===== src/ssm_pkg.sv =====
package ssm_pkg;
    // Register byte offsets
    localparam logic [7:0] OFS_CTRL = 8'h00;
    localparam logic [7:0] OFS_SDATA = 8'h04;
    localparam logic [7:0] OFS_PRESC = 8'h08;
    localparam logic [7:0] OFS_IRQ_STAT = 8'h0c;
    localparam logic [7:0] OFS_IRQ_MASK = 8'h10;
    // Control word, upper byte
    localparam int SEL_LSB = 13;
    localparam int IE_BIT = 12;
    localparam int FLAG_BIT = 11;
    localparam int BUSY_BIT = 10;
    localparam int STOP_BIT = 9;
    localparam int START_BIT = 8;
    // Control word, lower byte
    localparam int MODE_BIT = 3;
    localparam int BDS_BIT = 2;
    localparam int SOE_BIT = 1;
    localparam int SHIFT_CLOCK_OUT_EN_BIT = 0;
    // Prescaler word
    localparam int MD_BIT = 7;
    localparam int DIV_LSB = 0;
    // Event status bits
    localparam int EV_DONE = 0;
    localparam int EV_ABORT = 1;
    localparam int EV_W = 2;
    // Shift clock select codes
    localparam logic [2:0] SEL_RESET = 3'h0;
    localparam logic [2:0] SEL_EXT = 3'h5;
    // Half periods of the shift clock in prescaled clocks, per code
    localparam logic [5:0] HALF_0 = 6'h01;
    localparam logic [5:0] HALF_1 = 6'h02;
    localparam logic [5:0] HALF_2 = 6'h08;
    localparam logic [5:0] HALF_3 = 6'h10;
    localparam logic [5:0] HALF_4 = 6'h20;
    localparam logic [3:0] XFER_BITS = 4'h8;
    localparam logic [7:0] PRESC_RESET = 8'h00;
    typedef enum logic [1:0] {ST_STOPPED, ST_WAIT, ST_SHIFT} ssm_state_type;
endpackage


===== src/ssm_clk_if.sv =====
interface ssm_clk_if;
    logic run;
    logic md;
    logic [2:0] div;
    logic [2:0] sel;
    logic tick;
    modport gen (input run, input md, input div, input sel, output tick);
    modport user (output run, output md, output div, output sel, input tick);
endinterface


===== src/ssm_clkgen.sv =====
// Internal shift clock: machine clock / (div + 1), then / code ratio
module ssm_clkgen (
    // Clock and reset
    input wire logic pclk,
    input wire logic presetn,
    // Rate control and tick
    ssm_clk_if.gen ck
);
    typedef struct packed {
        logic [2:0] pre;
        logic [5:0] half;
    } ssm_cg_type;
    ssm_cg_type s_q, s_d;
    logic pre_tick;
    logic [5:0] half_lim;

    // Half-period length per select code
    always_comb begin
        unique case (ck.sel)
            3'h0: half_lim = ssm_pkg::HALF_0;
            3'h1: half_lim = ssm_pkg::HALF_1;
            3'h2: half_lim = ssm_pkg::HALF_2;
            3'h3: half_lim = ssm_pkg::HALF_3;
            default: half_lim = ssm_pkg::HALF_4;
        endcase
    end

    // Both dividers run only during an internal-clock transfer
    always_comb begin
        s_d = s_q;
        pre_tick = 1'b0;
        ck.tick = 1'b0;
        if (!ck.run || !ck.md) begin
            s_d = '0;
        end else if (s_q.pre == ck.div) begin
            s_d.pre = '0;
            pre_tick = 1'b1;
        end else begin
            s_d.pre = s_q.pre + 3'h1;
        end
        if (pre_tick) begin
            if (s_q.half == half_lim - 6'h01) begin
                s_d.half = '0;
                ck.tick = 1'b1;
            end else begin
                s_d.half = s_q.half + 6'h01;
            end
        end
    end

    always_ff @(posedge pclk or negedge presetn) begin
        if (!presetn) begin
            s_q <= '0;
        end else begin
            s_q <= s_d;
        end
    end
endmodule


===== src/ssm_top.sv =====
// Function
// - Three-bit clock select picks five internal rates or external; resets 000.
// - Internal rate depends on select code and prescaler division ratio.
// - Transfer interrupt request (xfer_irq) only while enable is 1 and flag set; enable resets 0.
// - Flag sets whenever a serial transfer ends.
// - With start-condition bit 0, writing 0 clears the flag.
// - With start-condition bit 1, any shift data access clears the flag.
// - Reset or writing stop 1 clears the flag, unless a transfer ends in the same cycle.
// - Writing 1 to the flag changes nothing.
// - Busy reads 1 only while a transfer runs; resets 0.
// - Stop write 1 aborts transfer and holds stopped; stop resets 1.
// - Start write 1 while stopped begins a transfer.
// - Start 1 ignored when busy or waiting; start reads 0.
// - External clock, output disabled: shift on each rising edge of the port pin, next output bit on each falling edge.
// - Start-condition bit picks start command or data access to resume.
// - Clock output enable hands clock pin between port and serial use.
module ssm_top (
    // APB
    input wire logic pclk,
    input wire logic presetn,
    input wire logic psel,
    input wire logic penable,
    input wire logic pwrite,
    input wire logic [7:0] paddr,
    input wire logic [31:0] pwdata,
    input wire logic [3:0] pstrb,
    output logic [31:0] prdata,
    output logic pready,
    output logic pslverr,
    // Interrupts
    output logic xfer_irq,
    output logic irq,
    // Shift clock pin
    input wire logic sc_in,
    output logic sc_out,
    output logic sc_oe_n,
    // General port drive of the clock pin
    input wire logic port_sc_data,
    input wire logic port_sc_dir,
    // Serial data pins
    input wire logic si_in,
    output logic so_out,
    output logic so_oe_n
);
    typedef struct packed {
        ssm_pkg::ssm_state_type st;
        logic [2:0] sel;
        logic ie;
        logic flag;
        logic stop;
        logic mode;
        logic bds;
        logic soe;
        logic shift_clock_out_en;
        logic [7:0] presc;
        logic [7:0] sr;
        logic [3:0] cnt;
        logic sck;
        logic so;
        logic [2:0] sync;
        logic ext_lvl;
        logic [ssm_pkg::EV_W-1:0] ev;
        logic [ssm_pkg::EV_W-1:0] mask;
    } ssm_regs_type;
    ssm_regs_type r_q, r_d;
    ssm_clk_if ck ();
    logic acc, wr, rd, hit;
    logic wr_ctrl_hi, wr_ctrl_lo, sd_acc, ext_mode;
    logic rise, fall, done, abort;
    logic start_req, sd_start;
    logic [ssm_pkg::EV_W-1:0] ev_set;

    ssm_clkgen u_clkgen (
        .pclk(pclk),
        .presetn(presetn),
        .ck(ck)
    );

    // Bus decode, zero wait states
    assign acc = psel & penable;
    assign wr = acc & pwrite;
    assign rd = acc & ~pwrite;
    assign hit = (paddr == ssm_pkg::OFS_CTRL) ||
                 (paddr == ssm_pkg::OFS_SDATA) ||
                 (paddr == ssm_pkg::OFS_PRESC) ||
                 (paddr == ssm_pkg::OFS_IRQ_STAT) ||
                 (paddr == ssm_pkg::OFS_IRQ_MASK);
    assign pready = 1'b1;
    assign pslverr = acc & ~hit;
    assign wr_ctrl_hi = wr & pstrb[1] & (paddr == ssm_pkg::OFS_CTRL);
    assign wr_ctrl_lo = wr & pstrb[0] & (paddr == ssm_pkg::OFS_CTRL);
    assign sd_acc = acc & (paddr == ssm_pkg::OFS_SDATA);
    assign ext_mode = (r_q.sel == ssm_pkg::SEL_EXT);

    // Rate control to the shift clock generator
    // code and prescaler
    assign ck.run = (r_q.st == ssm_pkg::ST_SHIFT) & ~ext_mode;
    assign ck.md = r_q.presc[ssm_pkg::MD_BIT];
    assign ck.div = r_q.presc[ssm_pkg::DIV_LSB +: 3];
    assign ck.sel = r_q.sel;

    // Clock edges: internal ticks or filtered pin edges
    // pin edges shift
    always_comb begin
        if (ext_mode) begin
            rise = (r_q.sync[1] == r_q.sync[2]) & r_q.sync[2] & ~r_q.ext_lvl;
            fall = (r_q.sync[1] == r_q.sync[2]) & ~r_q.sync[2] & r_q.ext_lvl;
        end else begin
            rise = ck.tick & ~r_q.sck;
            fall = ck.tick & r_q.sck;
        end
    end

    // Start conditions and transfer end
    // start source
    assign start_req = wr_ctrl_hi & pwdata[ssm_pkg::START_BIT] &
                       ~pwdata[ssm_pkg::STOP_BIT];
    assign sd_start = sd_acc & r_q.mode & ~r_q.stop;
    assign done = (r_q.st == ssm_pkg::ST_SHIFT) & rise &
                  (r_q.cnt == ssm_pkg::XFER_BITS - 4'h1);
    assign abort = wr_ctrl_hi & pwdata[ssm_pkg::STOP_BIT] &
                   (r_q.st == ssm_pkg::ST_SHIFT);
    assign ev_set = {abort, done};

    // All register and transfer state
    always_comb begin
        r_d = r_q;
        r_d.sync = {r_q.sync[1:0], sc_in};
        if (r_q.sync[1] == r_q.sync[2]) begin
            r_d.ext_lvl = r_q.sync[2];
        end
        if (wr_ctrl_hi) begin
            r_d.sel = pwdata[ssm_pkg::SEL_LSB +: 3];
            r_d.ie = pwdata[ssm_pkg::IE_BIT];
        end
        if (wr_ctrl_lo) begin
            r_d.mode = pwdata[ssm_pkg::MODE_BIT];
            r_d.bds = pwdata[ssm_pkg::BDS_BIT];
            r_d.soe = pwdata[ssm_pkg::SOE_BIT];
            r_d.shift_clock_out_en = pwdata[ssm_pkg::SHIFT_CLOCK_OUT_EN_BIT];
        end
        if (wr && paddr == ssm_pkg::OFS_PRESC && pstrb[0]) begin
            r_d.presc = pwdata[7:0];
        end
        if (wr && paddr == ssm_pkg::OFS_IRQ_MASK && pstrb[0]) begin
            r_d.mask = pwdata[ssm_pkg::EV_W-1:0];
        end
        // Shift data writes only outside a transfer
        if (wr && paddr == ssm_pkg::OFS_SDATA && pstrb[0] &&
            r_q.st != ssm_pkg::ST_SHIFT) begin
            r_d.sr = pwdata[7:0];
        end
        if (wr_ctrl_hi && !r_q.mode && !pwdata[ssm_pkg::FLAG_BIT]) begin
            r_d.flag = 1'b0;
        end
        if (sd_acc && r_q.mode) begin
            r_d.flag = 1'b0;
        end
        // Transfer sequencing
        unique case (r_q.st)
            ssm_pkg::ST_STOPPED: begin
                if (start_req || sd_start) begin
                    r_d.st = ssm_pkg::ST_SHIFT;
                    r_d.stop = 1'b0;
                    r_d.cnt = '0;
                end
            end
            ssm_pkg::ST_WAIT: begin
                if (sd_start) begin
                    r_d.st = ssm_pkg::ST_SHIFT;
                    r_d.cnt = '0;
                end
            end
            ssm_pkg::ST_SHIFT: begin
                if (fall) begin
                    r_d.so = r_q.bds ? r_q.sr[7] : r_q.sr[0];
                end
                if (rise) begin
                    r_d.sr = r_q.bds ? {r_q.sr[6:0], si_in}
                                     : {si_in, r_q.sr[7:1]};
                    r_d.cnt = r_q.cnt + 4'h1;
                end
                if (ck.tick) begin
                    r_d.sck = ~r_q.sck;
                end
                if (done) begin
                    r_d.st = r_q.mode ? ssm_pkg::ST_WAIT
                                      : ssm_pkg::ST_STOPPED;
                end
            end
        endcase
        if (wr_ctrl_hi && !pwdata[ssm_pkg::STOP_BIT] &&
            r_q.st == ssm_pkg::ST_STOPPED && !start_req) begin
            r_d.stop = 1'b0;
        end
        if (wr_ctrl_hi && pwdata[ssm_pkg::STOP_BIT]) begin
            r_d.stop = 1'b1;
            r_d.st = ssm_pkg::ST_STOPPED;
            r_d.sck = 1'b1;
            r_d.flag = 1'b0;
        end
        if (done) begin
            r_d.flag = 1'b1;
        end
        // Sticky events, write one to clear, set wins
        if (wr && paddr == ssm_pkg::OFS_IRQ_STAT && pstrb[0]) begin
            r_d.ev = r_q.ev & ~pwdata[ssm_pkg::EV_W-1:0];
        end
        r_d.ev = r_d.ev | ev_set;
    end

    always_ff @(posedge pclk or negedge presetn) begin
        if (!presetn) begin
            r_q <= '0;
            r_q.st <= ssm_pkg::ST_STOPPED;
            r_q.sel <= ssm_pkg::SEL_RESET;
            r_q.stop <= 1'b1;
            r_q.presc <= ssm_pkg::PRESC_RESET;
            r_q.sck <= 1'b1;
            // Pin idles high, so no false edge follows reset
            r_q.sync <= '1;
            r_q.ext_lvl <= 1'b1;
        end else begin
            r_q <= r_d;
        end
    end

    // Read mux, start bit reads 0
    // busy readback
    always_comb begin
        prdata = '0;
        if (rd) begin
            unique case (paddr)
                ssm_pkg::OFS_CTRL: begin
                    prdata[ssm_pkg::SEL_LSB +: 3] = r_q.sel;
                    prdata[ssm_pkg::IE_BIT] = r_q.ie;
                    prdata[ssm_pkg::FLAG_BIT] = r_q.flag;
                    prdata[ssm_pkg::BUSY_BIT] = r_q.st == ssm_pkg::ST_SHIFT;
                    prdata[ssm_pkg::STOP_BIT] = r_q.stop;
                    prdata[ssm_pkg::MODE_BIT] = r_q.mode;
                    prdata[ssm_pkg::BDS_BIT] = r_q.bds;
                    prdata[ssm_pkg::SOE_BIT] = r_q.soe;
                    prdata[ssm_pkg::SHIFT_CLOCK_OUT_EN_BIT] = r_q.shift_clock_out_en;
                end
                ssm_pkg::OFS_SDATA: prdata[7:0] = r_q.sr;
                ssm_pkg::OFS_PRESC: prdata[7:0] = r_q.presc;
                ssm_pkg::OFS_IRQ_STAT: prdata[ssm_pkg::EV_W-1:0] = r_q.ev;
                ssm_pkg::OFS_IRQ_MASK: prdata[ssm_pkg::EV_W-1:0] = r_q.mask;
                default: prdata = '0;
            endcase
        end
    end

    // Pins and interrupts
    // level request
    assign xfer_irq = r_q.flag & r_q.ie;
    assign irq = |(r_q.ev & r_q.mask);
    assign sc_out = r_q.shift_clock_out_en ? r_q.sck : port_sc_data;
    assign sc_oe_n = r_q.shift_clock_out_en ? ext_mode : ~port_sc_dir;
    assign so_out = r_q.so;
    assign so_oe_n = ~r_q.soe;

    property p_stop_clr;
        @(posedge pclk) disable iff (!presetn)
        wr_ctrl_hi && pwdata[ssm_pkg::STOP_BIT] && !done |=>
            r_q.stop && !r_q.flag && r_q.st == ssm_pkg::ST_STOPPED;
    endproperty
    a_stop_clr: assert property (p_stop_clr) else $error("stop failed");
    property p_done_set;
        @(posedge pclk) disable iff (!presetn)
        done |=> r_q.flag ##0 r_q.st != ssm_pkg::ST_SHIFT;
    endproperty
    a_done_set: assert property (p_done_set) else $error("no flag");
    property p_irq;
        @(posedge pclk) disable iff (!presetn)
        $rose(r_q.flag) && r_q.ie |-> xfer_irq;
    endproperty
    a_irq: assert property (p_irq) else $error("irq missing");
    property p_irq_hold;
        @(posedge pclk) disable iff (!presetn)
        r_q.flag && !wr_ctrl_hi && !sd_acc |=> r_q.flag;
    endproperty
    a_irq_hold: assert property (p_irq_hold) else $error("irq glitch");
    property p_start;
        @(posedge pclk) disable iff (!presetn)
        start_req && r_q.st == ssm_pkg::ST_STOPPED |=>
            r_q.st == ssm_pkg::ST_SHIFT && r_q.cnt == 4'h0;
    endproperty
    a_start: assert property (p_start) else $error("no start");
    property p_wait_ign;
        @(posedge pclk) disable iff (!presetn)
        r_q.st == ssm_pkg::ST_WAIT && start_req && !sd_acc |=>
            r_q.st == ssm_pkg::ST_WAIT;
    endproperty
    a_wait_ign: assert property (p_wait_ign) else $error("start taken");
    property p_clr0;
        @(posedge pclk) disable iff (!presetn)
        wr_ctrl_hi && !r_q.mode && !pwdata[ssm_pkg::FLAG_BIT] && !done
            |=> !r_q.flag;
    endproperty
    a_clr0: assert property (p_clr0) else $error("flag kept");
    property p_sd_clr;
        @(posedge pclk) disable iff (!presetn)
        sd_acc && r_q.mode && !done |=> !r_q.flag;
    endproperty
    a_sd_clr: assert property (p_sd_clr) else $error("flag kept");
    property p_w1;
        @(posedge pclk) disable iff (!presetn)
        wr_ctrl_hi && pwdata[ssm_pkg::FLAG_BIT] &&
            !pwdata[ssm_pkg::STOP_BIT] && r_q.flag |=> r_q.flag;
    endproperty
    a_w1: assert property (p_w1) else $error("flag lost");
    property p_ext;
        @(posedge pclk) disable iff (!presetn)
        ext_mode && r_q.st == ssm_pkg::ST_SHIFT && rise && !wr_ctrl_hi
            |=> r_q.cnt == $past(r_q.cnt) + 4'h1 || r_q.st != $past(r_q.st);
    endproperty
    a_ext: assert property (p_ext) else $error("no ext shift");
    c_done: cover property (@(posedge pclk) disable iff (!presetn) done);
    c_resume: cover property (@(posedge pclk) disable iff (!presetn)
        r_q.st == ssm_pkg::ST_WAIT && sd_start);
    c_abort: cover property (@(posedge pclk) disable iff (!presetn) abort);
endmodule


===== config.mk =====
export PLATFORM = sky130hd
export DESIGN_NAME = ssm_top
export DESIGN_NICKNAME = d
export VERILOG_FILES = /design/src/ssm_pkg.sv /design/src/ssm_clk_if.sv /design/src/ssm_clkgen.sv /design/src/ssm_top.sv
export SDC_FILE = /design/constraint.sdc
export NUM_CORES = 1
export LEC_CHECK = 0
export ABC_AREA = 1
export BUFFER_PORTS_ARGS = -buffer_cell sky130_fd_sc_hd__buf_2
export CAP_MARGIN = 20
export CORE_AREA = 2 2 72 92
export CTS_CLUSTER_SIZE = 24
export DETAILED_ROUTE_END_ITERATION = 10
export DIE_AREA = 0 0 74 94
export GPL_TIMING_DRIVEN = 1
export PLACE_DENSITY = 0.84
export SLEW_MARGIN = 30
export SYNTH_ARGS = -nofsm -noshare
export SYNTH_HDL_FRONTEND = slang
export SYNTH_HIERARCHICAL = 1
export SYNTH_SLANG_ARGS = --single-unit

===== constraint.sdc =====
create_clock -name pclk -period 7.3 [get_ports pclk]
set_input_delay 0 -clock pclk [delete_from_list [all_inputs] [get_ports pclk]]
set_output_delay 0 -clock pclk [all_outputs]
set_load 0.01 [all_outputs]

* After elaboration in Yosys (flattened, before gate mapping)
Index checks and enable logic that the tools add are counted.
** Storage, ports and cells
- Register bits :: 51
** Operators by class
- $add $sub $neg :: 4
- Mux-type cells :: 45
- Bitwise operators :: 39
- Equal/unequal tests :: 21
- Reduce and logical (&&, ||, !) cells :: 43
** Operators by type and width (count)
- bitwise AND 1 bit :: 25
- 2-to-1 mux 8 bit :: 3
- one-hot mux 6 bit (4 select lines) :: 1
- 2-to-1 mux 1 bit :: 19
- 2-to-1 mux 6 bit :: 3
- equality test 8 x 4 -> 1 bit, second input constant :: 2
- logical AND 1 bit :: 16
- 2-to-1 mux 16 bit :: 1
- 2-to-1 mux 2 bit :: 7
- 2-to-1 mux 12 bit :: 1
- one-hot mux 2 bit (3 select lines) :: 2
- one-hot mux 4 bit (3 select lines) :: 1
- inverter 1 bit :: 10
- one-hot mux 2 bit (5 select lines) :: 1
- equality test 8 x 3 -> 1 bit, second input constant :: 1
- equality test 8 x 5 -> 1 bit, second input constant :: 1
- logical NOT 8 bit :: 1
- 2-to-1 mux 4 bit :: 2
- inequality test 2 bit, second input constant :: 4
- one-hot mux 4 bit (2 select lines) :: 1
- 2-to-1 mux 7 bit :: 1
- adder 6 x 1 -> 6 bit, second input constant :: 1
- equality test 3 x 2 -> 1 bit, second input constant :: 2
- equality test 6 bit :: 1
- 26 further kinds :: 45

* Logic depth before layout (Yosys ltp)
- Depth in word-level cells :: 14
- Gate-level depth with buffers :: 18
- Gate-level depth less buffers :: 18

* Cells and area by module
The synthesis kept the hierarchy.
** By module, submodules not included
- ssm_top :: cells each 349, sequential area each 1058.5 µm², times used 1, area each 2660.1 µm²
- ssm_clkgen :: cells each 99, sequential area each 225.2 µm², times used 1, area each 713.2 µm²

* Least setup slack after synthesis
Ideal clock, no wire load.
- Kind :: reg-to-reg
- From :: register, netlist name ck.sel[2]
- To :: register r_q[10] (netlist bit)
- Clock period less this slack :: 2.350 ns
- Cell stages (with the launch flop) :: 15
- Buffers on the path :: 0
- Library setup time :: 0.065 ns
- Path slack :: 4.950 ns
- Arrival :: 2.285 ns
- Required time :: 7.235 ns
- Cell sequence :: dfrtp_1 inv_1 nand3_1 ha_1 ha_1 nand2_1 nand3_2 nor2_4 nand3_4 nor3_2 nand3_1 nand2_1 nand2_2 or2_2 nand2_1
** On the way
- Word-level cells in the longest chain between the ends :: 11
- Elaborated cells on any way between the ends :: 19
** Ends and longest elaborated chain
- parallel branches: the longest is 6 deep, another holds subtractor 6 x 1 -> 6 bit
- 2-to-1 mux 1 bit (*) :: line ssm_clkgen.sv:41 : if (pre_tick) begin
- via ck.tick :: line ssm_clk_if.sv:6 : logic tick;
- bitwise AND 1 bit (*) :: line ssm_top.sv:109 : rise = ck.tick & ~r_q.sck;
- 2-to-1 mux 1 bit (*) :: line ssm_top.sv:105 : if (ext_mode) begin
- inequality test 2 bit (no line) (*)
- AND reduction 3 bit (no line) (*)
- end signal, assigned :: line ssm_top.sv:224 : r_q <= r_d;
- end, declared :: line ssm_top.sv:65 : ssm_regs_type r_q, r_d;
Mark *: on every way through the listed nets, which the timed path passes.
A chain may end at the register's enable or synchronous reset.

* Final worst setup path
- From :: register, netlist name ck.sel[2]
- To :: register r_q[41] (netlist bit)
** On the way
- Word-level cells in the longest chain between the ends :: 13
- Elaborated cells on any way between the ends :: 21
** Ends and longest elaborated chain
- parallel branches: the longest is 6 deep, another holds subtractor 6 x 1 -> 6 bit
- 2-to-1 mux 1 bit (*) :: line ssm_clkgen.sv:41
- via ck.tick :: line ssm_clk_if.sv:6
- bitwise AND 1 bit (*) :: line ssm_top.sv:109
- 2-to-1 mux 1 bit (*) :: line ssm_top.sv:105
- bitwise AND 1 bit (*) (2 in series) :: line ssm_top.sv:119 : assign done = (r_q.st == ssm_pkg::ST_SHIFT) & rise &
- inequality test 3 bit (no line) (*)
- AND reduction 3 bit (no line) (*)
Marked as above.

==> metrics.txt <==
Area growth, synth to finish=15.0%; Ys Warns=6; WL per Instance=12.9 µm; most numerous cell in the Yosys netlist=nand2_1; startpoint types=flop; placed wire-length estimate=5.85 mm; initial antenna violation count=0; cells after synthesis=448; Die Width=74 µm; clk_lat worst skew=0.31 ns; status=finished clean; I/O Buffers=55; worst hold stages=3; Clock Path Buffers=2; routed wire length=7.75 mm; Synth Flop Type=dfrtp_1; RD Place Congestion=0.933; Power Density=140 mW/mm²; Max Cap Viol=0; DIE HEIGHT=94 µm; critical setup path kind=reg -> reg; vias in the first global route=2952; final setup vio count=0; # IOs=93; total die area=0.00696 mm²; fillers=532; leakage power=2.11 nW; Hold Path Sink=r_q[9]; multi-input logic area=0.00173 mm²; Reg-to-Reg Start=ck.sel[2]; H-tree depth=2; Detailed Route Iter0 Violations=132; mapped cell area=0.00337 mm²; Reg2Reg Depth=16; Final Total Pwr=542 µW; Core Region=0.00605 mm²; register area=0.00128 mm²; first-pass GRT wire length=13.0 mm; unrepaired setup endpoints after global routing=no; FF+latch count, synth=51; drt first pass iters=5; worst rel slew slack=0.570; Hold Fails Final Rpt=0; DR vias=3115; crit-path max FO=11; antenna fix cells=0; total track usage=0.240; Avg Inst Size Synth=7.53 µm²; setup ws final=4.38 ns; # rows=32; routed vias/inst=5.17; CP endpoint kind=flop; share of the synthesized area in the top cell type=0.334; Post-route DRC=0; CTS tree=done; CTS clk-pin slew, worst paths=0.10 ns; R2R Setup Slk=4.38 ns; final instance area=0.00388 mm²; Clock Sinks=51; Yosys cell types=39; number of synthesized flops with an enable pin=0; top cells by area, synth=dfrtp_1, nand2_1, nand3_1, inv_1, dfstp_2; cts bufs inserted=5; Hold Crit Class=in -> reg; layout cells sized above 1=0.228; Final Critical Period=2.92 ns; fin crit share=0.400; largest net degree at the start of global routing=52; Setup TNS=0 ns; CTS root buf=clkbuf_8; gr ovfl total=0; Max Slew Vio Count=0; Async SR Flop Fraction=1.00; Setup Buffers After CTS=0; r2r endpoint=r_q[41]; DRT antenna net count=0; list of most frequent post-synthesis cells=nand2_1, inv_1, nand3_1; pre-CTS setup slack=4.42 ns; area post-placement=0.00364 mm²; worst path arrival time=3.12 ns; VDD IR max=0.000129 V; Clock Skew=0.00690 ns; nets=576; Synth area leader=dfrtp_1; Seq/Total Area, Yosys=0.381; initial core utilization=0.558; WP data required=7.50 ns; Slew @ Worst Pin=0.646 ns; Peak Freq=342 MHz; hold path startpoint=pwdata[9]
## power by group
part / internal (mW) / switching [mW] / leakage (nW) / total (mW)
clock network: 0.111 / 0.0940 / 0.0612 / 0.205
registers: 0.287 / 0.00296 / 0.593 / 0.290
logic: 0.0172 / 0.0295 / 1.45 / 0.0467
## worst max-delay path: stages, from the launching register on
cell and delay [ns]:
dfrtp_1 0.43, inv_1 0.14, nand3_1 0.12, ha_1 0.26
ha_1 0.34, nand2_1 0.09, nand3_2 0.09, nor2_4 0.13
nand3_4 0.12, nor3_2 0.17, nand3_1 0.10, nand2_1 0.15
nand2_2 0.18, inv_2 0.21, nand2_1 0.13, nand3_1 0.09
nand2_1 0.05
## cell usage in the layout, fill, tap and decap left out, types with 5 or more instances in the layout
cell type,count
clkbuf_8,6
ha_1,7
nor3_1,6
dfrtp_1,45
o21ai_0,25
nor2_2,6
nor2_4,6
nor2_1,34
inv_2,8
nand3_1,47
dlygate4sd3_1,12
conb_1,18
nand2_1,117
inv_1,53
xor2_1,5
a21oi_1,13
nand3_2,6
nand2_2,6
dfstp_2,6
buf_2,55
## layout make-up
class,count,share of cell area
inverters,63,0.0616
clock buffers,6,0.0213
flip-flops and latches,51,0.331
well taps,85,0.0274
clock inverters,2,0.00903
repair buffers,68,0.104
multi-input cells,327,0.446
## registers in the layout, summed over array words and instances (netlist names)
name,count
ck.md,1
r_q,32
u_clkgen/s_q,9
ck.div,3
so_out,1
r_d,2
ck.sel,3
## cell families (layout without fill, tap and decap cells)
logic type               count (synthesis)  after routing  share of synthesized area
other                                    2             18                    0.00223
multiplexers                             1              1                    0.00297
AND/OR/NAND/NOR                        243            243                      0.356
XOR/XNOR                                 8              8                     0.0208
AO/OA/AOI/OAI                           50             50                     0.0875
buffers and inverters                   86            139                      0.124
adder cells (fa/ha/maj)                  7              7                     0.0260
flip-flops                              51             51                      0.381
## what timing repair did
action / CTS / global route
gates resized for setup: 0 / 0
hold endpoints to repair: 59 / 0
hold buffers: 12 / 0
## through the flow
| stage | hold WS [ns] | util | cells |
|---|---|---|---|
| after CTS | 0.00543 | 0.642 | 602 |
| after global placement | 0.112 | 0.602 | 582 |
| final | 0.0110 | 0.642 | 602 |
| after global routing | 0.0285 | 0.642 | 602 |
| after detailed placement | 0.111 | 0.602 | 582 |
| after floorplan | -0.296 | - | 464 |
## layer usage
metal | track usage | wire [µm] | up-vias | part of all wire
met5 | 0 | 0 | - | 0
met4 | 0.0955 | 158 | 0 | 0.020
met3 | 0.0376 | 394 | 15 | 0.051
met1 | 0.279 | 3010 | 1484 | 0.39
met2 | 0.431 | 4190 | 95 | 0.54
li1 | - | - | 1521 | -
## worst max-delay path by stage
stage | to | cells past startpoint | start | slack (ns)
after global routing | r_q[41] | 16 | ck.sel[2] | 4.13
after floorplan | r_q[10] | 14 | ck.sel[2] | 4.95
after global placement | r_q[41] | 16 | ck.sel[2] | 4.54
after detailed placement | r_q[41] | 16 | ck.sel[2] | 4.42
after CTS | r_q[41] | 16 | ck.sel[2] | 4.39
final | r_q[41] | 16 | ck.sel[2] | 4.38
Power figures use the tool's default switching activity.
